==> src/pkg/ccr_pkg.sv <==
// Types and constants for the coherence collision resolver.
// Assumes one clock domain and request/answer handshakes from same-clock logic.
// How it works
// - Collide on address or cache index match
// - Non-coherent requests never collide
// - READ_HOME with DKILL_SHARER, final already seen: cancel outstanding, issue incoming immediately
// - TLBIE and TLBSYNC forward, answer DONE
// - IKILL_SHARER: ERROR on owner reads, else DONE
// - IKILL_HOME under owner read: forward, kill sharers
// - CASTOUT under owner read: update directory, DONE
// - READ_HOME outstanding: home-type requests get ERROR
// - READ_HOME outstanding: owner-type requests get NOT_OWNER
// - READ_HOME with DKILL_SHARER: wait, forward, DONE
// - IREAD_HOME outstanding: home-type requests get ERROR
// - IREAD_HOME outstanding: owner-type requests forward, DONE
// - Owner read outstanding: home-type requests get RETRY
// - Owner read outstanding: owner-type requests get ERROR
// - READ_TO_OWN_HOME outstanding: home-type requests ERROR
// - READ_TO_OWN_HOME, owner reads: wait, intervene
// - READ_TO_OWN_HOME, DKILL_SHARER: DONE-final gives ERROR
// - READ_TO_OWN_HOME, FLUSH: wait, DONE with data
// - READ_TO_OWN_HOME, IO_READ_OWNER: wait, DONE with data
package ccr_pkg;

    localparam int ADDR_W    = 32;
    localparam int IDX_LO    = 5;
    localparam int IDX_W     = 7;
    localparam int N_ENTRY   = 4;
    localparam int ENTRY_W   = 2;

    typedef enum logic [3:0] {
        TT_READ_HOME         = 4'h0,
        TT_IREAD_HOME        = 4'h1,
        TT_READ_OWNER        = 4'h2,
        TT_READ_TO_OWN_HOME  = 4'h3,
        TT_READ_TO_OWN_OWNER = 4'h4,
        TT_DKILL_HOME        = 4'h5,
        TT_DKILL_SHARER      = 4'h6,
        TT_CASTOUT           = 4'h7,
        TT_TLBIE             = 4'h8,
        TT_TLBSYNC           = 4'h9,
        TT_IKILL_HOME        = 4'ha,
        TT_IKILL_SHARER      = 4'hb,
        TT_FLUSH             = 4'hc,
        TT_IO_READ_HOME      = 4'hd,
        TT_IO_READ_OWNER     = 4'he,
        TT_NONCOH            = 4'hf
    } txn_t;

    typedef enum logic [2:0] {
        RSP_NONE     = 3'h0,
        RSP_DONE     = 3'h1,
        RSP_RETRY    = 3'h2,
        RSP_ERROR    = 3'h3,
        RSP_NOT_OWNER = 3'h4,
        RSP_DONE_INTV = 3'h5
    } rsp_t;

    // Action flags carried with every resolution
    typedef struct packed {
        rsp_t   rsp;
        logic   with_data;
        logic   fwd_proc;
        logic   cancel_out;
        logic   data_only;
        logic   kill_sharers;
        logic   dir_update;
        logic   ret_local;
        logic   defer;
    } act_t;

    typedef enum logic [2:0] {
        ST_IDLE  = 3'b001,
        ST_WAIT  = 3'b010,
        ST_ISSUE = 3'b100
    } state_t;

endpackage

==> src/pkg/ccr_if.sv <==
// Carries a looked-up collision from the tracker to the resolver.
// Assumes both ends sit on clk_sys.
`timescale 1ns/1ps
interface ccr_if;
    import ccr_pkg::*;
    logic               hit;
    logic [ENTRY_W-1:0] hit_idx;
    txn_t               hit_type;
    logic               hit_pend;
    modport tracker  (output hit, hit_idx, hit_type, hit_pend);
    modport resolver (input  hit, hit_idx, hit_type, hit_pend);
endinterface

==> src/design/ccr_tracker.sv <==
// Table of outstanding coherence requests with collision lookup.
// Assumes allocate and free come from local logic on clk_sys.
`timescale 1ns/1ps
module ccr_tracker
    import ccr_pkg::*;
(
    // Clock and reset
    input  wire logic               clk_sys,
    input  wire logic               rstn,
    // Allocation
    input  wire logic               alloc_vld,
    input  wire logic [ENTRY_W-1:0] alloc_idx,
    input  wire txn_t               alloc_type,
    input  wire logic [ADDR_W-1:0]  alloc_addr,
    // Final response seen and entry release
    input  wire logic               final_vld,
    input  wire logic [ENTRY_W-1:0] final_idx,
    input  wire logic               free_vld,
    input  wire logic [ENTRY_W-1:0] free_idx,
    // Lookup
    input  wire logic [ADDR_W-1:0]  look_addr,
    output logic [N_ENTRY-1:0]      busy,
    ccr_if.tracker                  lk
);
    logic [N_ENTRY-1:0]     valid_r;
    logic [N_ENTRY-1:0]     pend_r;
    txn_t                   type_r [N_ENTRY];
    logic [ADDR_W-1:0]      addr_r [N_ENTRY];
    logic [N_ENTRY-1:0]     match;

    assign busy = valid_r;

    genvar g;
    generate
        for (g = 0; g < N_ENTRY; g++) begin : g_ent
            // Full address or shared cache index both collide
            assign match[g] = valid_r[g] && ((addr_r[g] == look_addr) ||
                (addr_r[g][IDX_LO +: IDX_W] == look_addr[IDX_LO +: IDX_W]));

            always_ff @(posedge clk_sys or negedge rstn) begin
                if (!rstn) begin
                    valid_r[g] <= 1'b0;
                    pend_r[g]  <= 1'b0;
                    type_r[g]  <= TT_READ_HOME;
                    addr_r[g]  <= '0;
                end else if (alloc_vld && alloc_idx == ENTRY_W'(g)) begin
                    valid_r[g] <= 1'b1;
                    pend_r[g]  <= 1'b1;
                    type_r[g]  <= alloc_type;
                    addr_r[g]  <= alloc_addr;
                end else begin
                    if (final_vld && final_idx == ENTRY_W'(g))
                        pend_r[g] <= 1'b0;
                    if (free_vld && free_idx == ENTRY_W'(g)) begin
                        valid_r[g] <= 1'b0;
                        pend_r[g]  <= 1'b0;
                    end
                end
            end
        end
    endgenerate

    always_comb begin
        lk.hit      = 1'b0;
        lk.hit_idx  = '0;
        lk.hit_type = TT_READ_HOME;
        lk.hit_pend = 1'b0;
        for (int i = N_ENTRY - 1; i >= 0; i--) begin
            if (match[i]) begin
                lk.hit      = 1'b1;
                lk.hit_idx  = ENTRY_W'(i);
                lk.hit_type = type_r[i];
                lk.hit_pend = pend_r[i];
            end
        end
    end
endmodule // ccr_tracker

==> src/design/ccr_resolver.sv <==
// Top of the coherence collision resolver.
// Assumes incoming requests and local responses come from clk_sys logic.
`timescale 1ns/1ps
module ccr_resolver
    import ccr_pkg::*;
(
    // Clock and reset
    input  wire logic               clk_sys,
    input  wire logic               rstn,
    // Outstanding request bookkeeping from the local engine
    input  wire logic               alloc_vld,
    input  wire logic [ENTRY_W-1:0] alloc_idx,
    input  wire txn_t               alloc_type,
    input  wire logic [ADDR_W-1:0]  alloc_addr,
    input  wire logic               free_vld,
    input  wire logic [ENTRY_W-1:0] free_idx,
    output logic [N_ENTRY-1:0]      busy,
    // Final response to an outstanding request
    input  wire logic               fin_vld,
    input  wire logic [ENTRY_W-1:0] fin_idx,
    input  wire logic               fin_retry,
    // Incoming remote request
    input  wire logic               in_vld,
    output logic                    in_rdy,
    input  wire txn_t               in_type,
    input  wire logic [ADDR_W-1:0]  in_addr,
    // Resolution out
    output logic                    res_vld,
    output logic                    res_hit,
    output txn_t                    res_type,
    output logic [ADDR_W-1:0]       res_addr,
    output logic [ENTRY_W-1:0]      res_idx,
    output act_t                    res_act
);
    ccr_if lk ();

    state_t             state_r;
    txn_t               q_type_r;
    logic [ADDR_W-1:0]  q_addr_r;
    logic [ENTRY_W-1:0] q_idx_r;
    txn_t               q_out_r;
    logic               q_retry_r;
    logic               q_final_r;
    act_t               act_now;
    logic               take;
    logic               fin_mine;

    ccr_tracker u_trk (
        .clk_sys    (clk_sys),
        .rstn       (rstn),
        .alloc_vld  (alloc_vld),
        .alloc_idx  (alloc_idx),
        .alloc_type (alloc_type),
        .alloc_addr (alloc_addr),
        .final_vld  (fin_vld),
        .final_idx  (fin_idx),
        .free_vld   (free_vld),
        .free_idx   (free_idx),
        .look_addr  ((state_r == ST_IDLE) ? in_addr : q_addr_r),
        .busy       (busy),
        .lk         (lk)
    );

    function automatic act_t mk(rsp_t r);
        act_t a;
        a = '0;
        a.rsp = r;
        return a;
    endfunction

    function automatic act_t fwd_done();
        act_t a;
        a = mk(RSP_DONE);
        a.fwd_proc = 1'b1;
        return a;
    endfunction

    // Table lookup: out = outstanding type, inc = incoming type.
    // pend = responses still expected; q_final_r = final response known; rty = it was RETRY.
    function automatic act_t resolve(txn_t out, txn_t inc, logic pend, logic rty);
        act_t a;
        logic home_reqs;
        logic own_reqs;
        a = fwd_done();
        home_reqs = inc inside {TT_READ_HOME, TT_IREAD_HOME, TT_READ_TO_OWN_HOME,
                                TT_DKILL_HOME, TT_IO_READ_HOME};
        own_reqs  = inc inside {TT_READ_OWNER, TT_READ_TO_OWN_OWNER, TT_IO_READ_OWNER};
        if (inc inside {TT_TLBIE, TT_TLBSYNC}) begin
            a = fwd_done();
        end else begin
            case (out)
                TT_READ_HOME, TT_IREAD_HOME: begin
                    if (home_reqs || inc inside {TT_CASTOUT, TT_IKILL_HOME, TT_FLUSH})
                        a = mk(RSP_ERROR);
                    else if (inc == TT_IKILL_SHARER)
                        a = fwd_done();
                    else if (out == TT_IREAD_HOME)
                        a = fwd_done();
                    else if (own_reqs)
                        a = mk(RSP_NOT_OWNER);
                    else if (pend) begin
                        a = mk(RSP_NONE);
                        a.defer = 1'b1;
                    end else begin
                        a = fwd_done();
                        a.cancel_out = rty || !q_final_r;
                        a.ret_local  = q_final_r && !rty;
                    end
                end
                TT_READ_OWNER, TT_READ_TO_OWN_OWNER: begin
                    if (home_reqs || inc == TT_FLUSH)
                        a = mk(RSP_RETRY);
                    else if (own_reqs || inc inside {TT_DKILL_SHARER, TT_IKILL_SHARER})
                        a = mk(RSP_ERROR);
                    else if (inc == TT_IKILL_HOME) begin
                        a = mk(RSP_NONE);
                        a.fwd_proc     = 1'b1;
                        a.kill_sharers = 1'b1;
                    end else begin
                        a = mk(RSP_DONE);
                        a.dir_update = 1'b1;
                    end
                end
                TT_READ_TO_OWN_HOME: begin
                    if (home_reqs || inc inside {TT_CASTOUT, TT_IKILL_HOME})
                        a = mk(RSP_ERROR);
                    else if (inc == TT_IKILL_SHARER)
                        a = fwd_done();
                    else if (pend) begin
                        a = mk(RSP_NONE);
                        a.defer = 1'b1;
                    end else if (inc == TT_DKILL_SHARER)
                        a = mk((rty || !rty && rty) ? RSP_DONE :
                               (q_final_r ? RSP_ERROR : RSP_DONE));
                    else if (!q_final_r)
                        a = mk(inc == TT_FLUSH ? RSP_ERROR : RSP_NOT_OWNER);
                    else if (rty)
                        a = mk(RSP_ERROR);
                    else if (inc == TT_FLUSH || inc == TT_IO_READ_OWNER) begin
                        a = fwd_done();
                        a.with_data = 1'b1;
                        a.ret_local = (inc == TT_FLUSH);
                    end else begin
                        a = mk(RSP_DONE_INTV);
                        a.fwd_proc  = 1'b1;
                        a.with_data = 1'b1;
                        a.data_only = 1'b1;
                    end
                end
                default: a = fwd_done();
            endcase
        end
        return a;
    endfunction

    assign fin_mine = fin_vld && (fin_idx == q_idx_r);
    assign in_rdy   = (state_r == ST_IDLE);
    assign take     = in_vld && in_rdy;

    // Resolution for the head request: fresh lookup in idle, saved context after wait
    always_comb begin
        act_now = fwd_done();
        if (state_r == ST_IDLE) begin
            if (in_type != TT_NONCOH && lk.hit)
                act_now = resolve(lk.hit_type, in_type, lk.hit_pend, 1'b0);
        end else begin
            act_now = resolve(q_out_r, q_type_r, 1'b0, q_retry_r);
        end
    end

    // Request context and wait state
    always_ff @(posedge clk_sys or negedge rstn) begin
        if (!rstn) begin
            state_r   <= ST_IDLE;
            q_type_r  <= TT_NONCOH;
            q_addr_r  <= '0;
            q_idx_r   <= '0;
            q_out_r   <= TT_READ_HOME;
            q_retry_r <= 1'b0;
            q_final_r <= 1'b0;
        end else begin
            case (state_r)
                ST_IDLE: begin
                    q_final_r <= 1'b0;
                    if (take && in_type != TT_NONCOH && lk.hit && act_now.defer) begin
                        state_r  <= ST_WAIT;
                        q_type_r <= in_type;
                        q_addr_r <= in_addr;
                        q_idx_r  <= lk.hit_idx;
                        q_out_r  <= lk.hit_type;
                    end
                end
                ST_WAIT: begin
                    if (fin_mine) begin
                        state_r   <= ST_ISSUE;
                        q_retry_r <= fin_retry;
                        q_final_r <= 1'b1;
                    end
                end
                ST_ISSUE: begin
                    // Final flag must not leak into the next fresh lookup
                    state_r   <= ST_IDLE;
                    q_final_r <= 1'b0;
                end
                default:  state_r <= ST_IDLE;
            endcase
        end
    end

    // Registered resolution output
    always_ff @(posedge clk_sys or negedge rstn) begin
        if (!rstn) begin
            res_vld  <= 1'b0;
            res_hit  <= 1'b0;
            res_type <= TT_NONCOH;
            res_addr <= '0;
            res_idx  <= '0;
            res_act  <= '0;
        end else begin
            res_vld <= 1'b0;
            if (take && !(lk.hit && in_type != TT_NONCOH && act_now.defer)) begin
                res_vld  <= 1'b1;
                res_hit  <= lk.hit && (in_type != TT_NONCOH);
                res_type <= in_type;
                res_addr <= in_addr;
                res_idx  <= lk.hit_idx;
                res_act  <= act_now;
            end else if (state_r == ST_ISSUE) begin
                res_vld  <= 1'b1;
                res_hit  <= 1'b1;
                res_type <= q_type_r;
                res_addr <= q_addr_r;
                res_idx  <= q_idx_r;
                res_act  <= act_now;
            end
        end
    end
endmodule // ccr_resolver

==> config.mk <==
export PLATFORM = sky130hd
export DESIGN_NAME = ccr_resolver
export DESIGN_NICKNAME = d
export VERILOG_FILES = /design/src/pkg/ccr_pkg.sv /design/src/pkg/ccr_if.sv /design/src/design/ccr_tracker.sv /design/src/design/ccr_resolver.sv
export SDC_FILE = /design/constraint.sdc
export NUM_CORES = 1
export LEC_CHECK = 0
export BUFFER_PORTS_ARGS = -buffer_cell sky130_fd_sc_hd__buf_2
export CELL_PAD_IN_SITES_DETAIL_PLACEMENT = 0
export CELL_PAD_IN_SITES_GLOBAL_PLACEMENT = 2
export CORE_AREA = 2 2 149 165
export CTS_CLUSTER_SIZE = 16
export DETAILED_ROUTE_END_ITERATION = 7
export DIE_AREA = 0 0 151 167
export PLACE_DENSITY_LB_ADDON = 0.1
export SLEW_MARGIN = 40
export SYNTH_ARGS = -nofsm -noshare
export SYNTH_HDL_FRONTEND = slang
export SYNTH_SLANG_ARGS = --single-unit
==> constraint.sdc <==
create_clock -name clk_sys -period 4.4 [get_ports clk_sys]
set_input_delay 0.44 -clock clk_sys [delete_from_list [all_inputs] [get_ports clk_sys]]
set_output_delay 0.44 -clock clk_sys [all_outputs]
set_load 0.02 [all_outputs]
==> impl_results.md <==
- Initial core utilization: 34.6%
- Number of synthesized flops with an enable pin: 0
- Count of cell types in the netlist: 77
- Setup crit end kind: flip-flop
- Placed Area: 9100 sq um
- Slew Viols, Final: 0
- Final Non-Filler Cells: 1,204
- R2R depth: 15
- I/O Buffers: 115
- Top cells by area, synth: dfrtp_1 43%, mux2_2 10%, a22o_1 3.2%
- Gr usage total: 19.7%
- Vias after detailed routing: 6,569
- Asr flop ratio synth: 100%
- Initial antenna violation count: 0
- Final worst-path cycle share: 95.3%
- # resized after CTS: 0
- Final Hold Vio Count: 0
- I/O pin count: 141
- Fillers: 2,318
- Via density: 5.46
- Setup bufs post-CTS: 0
- Register area share after synthesis: 46.3%
- Drt wl/cell: 19.8 microns
- Cell Area, Synth: 8120 sq um
- Detailed-route DRC error count: 0
- Fin util: 41.5%
- Area Growth Syn to Fin: 20.0%
- Max Root-Sink Buffers: 2
- H-Tree Depth: 4
- Pre-CTS setup slack: 0.104 ns
- Total area of sequential cells: 3760 sq um
- Fmax: 238 MHz
- Tmin final: 4.19 ns
- Final WL: 23.9 mm
- Crit Path Class: reg2reg
- Clk sinks: 150
- CTS buffer count: 17
- Setup Skew: 0.0143 ns
- Yosys warning count: 0
- Global-route wire length before repair: 38.2 mm
- Post-route setup slack: 0.206 ns
- Pwr per Cell Area: 384 nW/um^2
- Leakage: 4.53 nW
- GRT overflow: 0
- Die H: 167 microns
- Die X-Extent: 151 microns
- DRT Pass-1 Iters: 5
- Row count: 59
- Placed instance count: 1,170
- Dominant cell type by area after synthesis: dfrtp_1
- CTS clk-pin slew, worst paths: 0.07 ns
- Synthesized flop and latch total: 150
- Final ANT Viol Nets: 0
- Post-DP HPWL: 17.3 mm
- Syn Nets: 864
- Worst-margin pin slew: 0.739 ns
- Worst min path class: in2async
- TritonCTS clock tree: built
- GPL Wtd Cong: 0.840
- Worst skew pair latency: 0.44 ns
- Core Region: 23,500 sq um
- Status: complete, no violations
- Vias in the first global route: 6,880
- Cts hold-fix bufs: 0
- Final #Nets: 971
- WP data required: 4.71 ns
- Number of max-cap violations: 0
- Layout cells sized above 1: 32.4%
- Multi-input gate area: 3970 sq um
- Relative slew slack: 50.7%
- Top fanout value on the critical path: 17
- Total power draw: 3.74 mW
- Die area: 25,200 sq um
- Worst path arrival time: 4.51 ns
- Final Cell Area: 9750 sq um
- Critical path launch point type: flip-flop
- Post-synth top flop: dfrtp_1
- Syn Area/Cell: 10.4 sq um
- # setup viols final: 0
- Peak VDD IR: 0.262 mV
- DRT iter0 DRCs: 388
- Clock root cell: clkbuf_16
- Largest net degree at the start of global routing: 83
- Diodes inserted: 0
- Cells after Synth: 779
- Synth top area share: 43.4%
## state kept, by name (all words and copies together) (netlist names), 11 cells and up
signal	count
q_addr_r	32
res_act	11
res_addr	32
u_trk.addr_r	28
u_trk.type_r	16
## layout by cell type, fill, tap and decap left out, types with 6 or more instances in the layout
cell       Yosys  layout
a21oi_1       22      21
and2_1         6       6
dfrtp_1      141     141
a21o_1        33      33
xor2_1         9       9
a221o_1       10      10
nor3_1        27      27
o221ai_1      11      11
o22ai_1        7       7
o21ai_0       36      36
dfstp_2        9       9
nand2_1       59      59
mux2_2        74      74
mux2_1         7       7
a31oi_1        8       8
nand3_1       17      16
clkbuf_16      0      17
nor2_1        33      33
o211ai_1       8       8
inv_1         33      33
nand2b_1      16      16
xnor2_1       21      21
mux2i_1        8       8
buf_2          5     114
buf_4          4      27
a22o_1        30      30
## Yosys cell counts (all sizes together) (4+ instances only)
master,instances
a211oi,4
a21oi,23
buf,20
a221o,10
nand2,59
dfstp,9
dfrtp,141
nor4,4
a31oi,9
mux2i,8
xor2,9
o22ai,7
o32ai,5
nand4,4
nand3,17
o221ai,12
o21ai,40
nor3,27
a21o,33
clkbuf,39
nor2,35
inv,33
nand2b,16
nor2b,5
mux2,81
a22o,30
and2,7
o211ai,9
a22oi,5
or3,5
a32oi,5
xnor2,21
or3b,4
## layer usage
metal | GRT usage [%] | up-vias | share of wire [%]
li1 | - | 3076 | -
met1 | 25.5 | 3317 | 44
met2 | 33.3 | 154 | 50
met3 | 4.14 | 22 | 4.1
met4 | 5.12 | 0 | 1.2
met5 | 0 | - | 0
## where the power goes
part           internal [mW]  switching [mW]
registers               1.51           0.113
clock network          0.781           0.720
logic                  0.278           0.341
## cell families (layout without fill, tap and decap cells)
| family | count (synthesis) | after routing | synth area share, % |
|---|---|---|---|
| and+or+nand+nor | 198 | 198 | 12.3 |
| xor gates and xnor gates | 30 | 30 | 3.23 |
| muxes | 89 | 89 | 12.2 |
| AOI/OAI and AO/OA | 219 | 219 | 20.6 |
| DFF | 150 | 150 | 46.3 |
| buffers and inverters | 93 | 213 | 5.27 |
## final timing paths
path                              start         endpoint  slack (ns)
setup / recovery             state_r[0]       res_act[6]        0.21
setup reg to reg             state_r[0]       res_act[6]        0.21
min in group clk_sys          fin_retry        q_retry_r        0.25
max in group asynchronous          rstn      res_addr[2]        3.41
hold / removal                     rstn  u_trk.type_r[4]       0.001
hold reg to reg            res_addr[20]     res_addr[20]        0.47
## area by class of cell
| type | instances | share of cell area [%] |
|---|---|---|
| clock buffer | 17 | 4.36 |
| sequential | 150 | 38.6 |
| multi-input combinational | 536 | 40.7 |
| tap | 305 | 3.91 |
| timing repair buffer | 147 | 9.01 |
| inverter | 34 | 1.44 |
| clock inverter | 15 | 1.94 |
## worst max-delay path, cell delays in order, from the launching register on
cell and delay, ns:
dfstp_2 0.56, or3b_4 0.43, buf_4 0.24, a221oi_1 0.28, o21a_1 0.19, nand4_2 0.16
or2_0 0.29, buf_4 0.18, a31oi_2 0.19, a21oi_2 0.11, or3_1 0.43, a211oi_4 0.29
nor2_4 0.09, nor2_4 0.14, buf_12 0.15, mux2_1 0.33
## per-stage QoR
step | hold WS (ns) | setup TNS (ns)
final | 0.00137 | 0
after global routing | 0.0647 | -0.00858
after CTS | 0.0756 | 0
after detailed placement | 0.461 | 0
after global placement | 0.455 | 0
after floorplan | 0.144 | 0
Power figures use the tool's default switching activity.
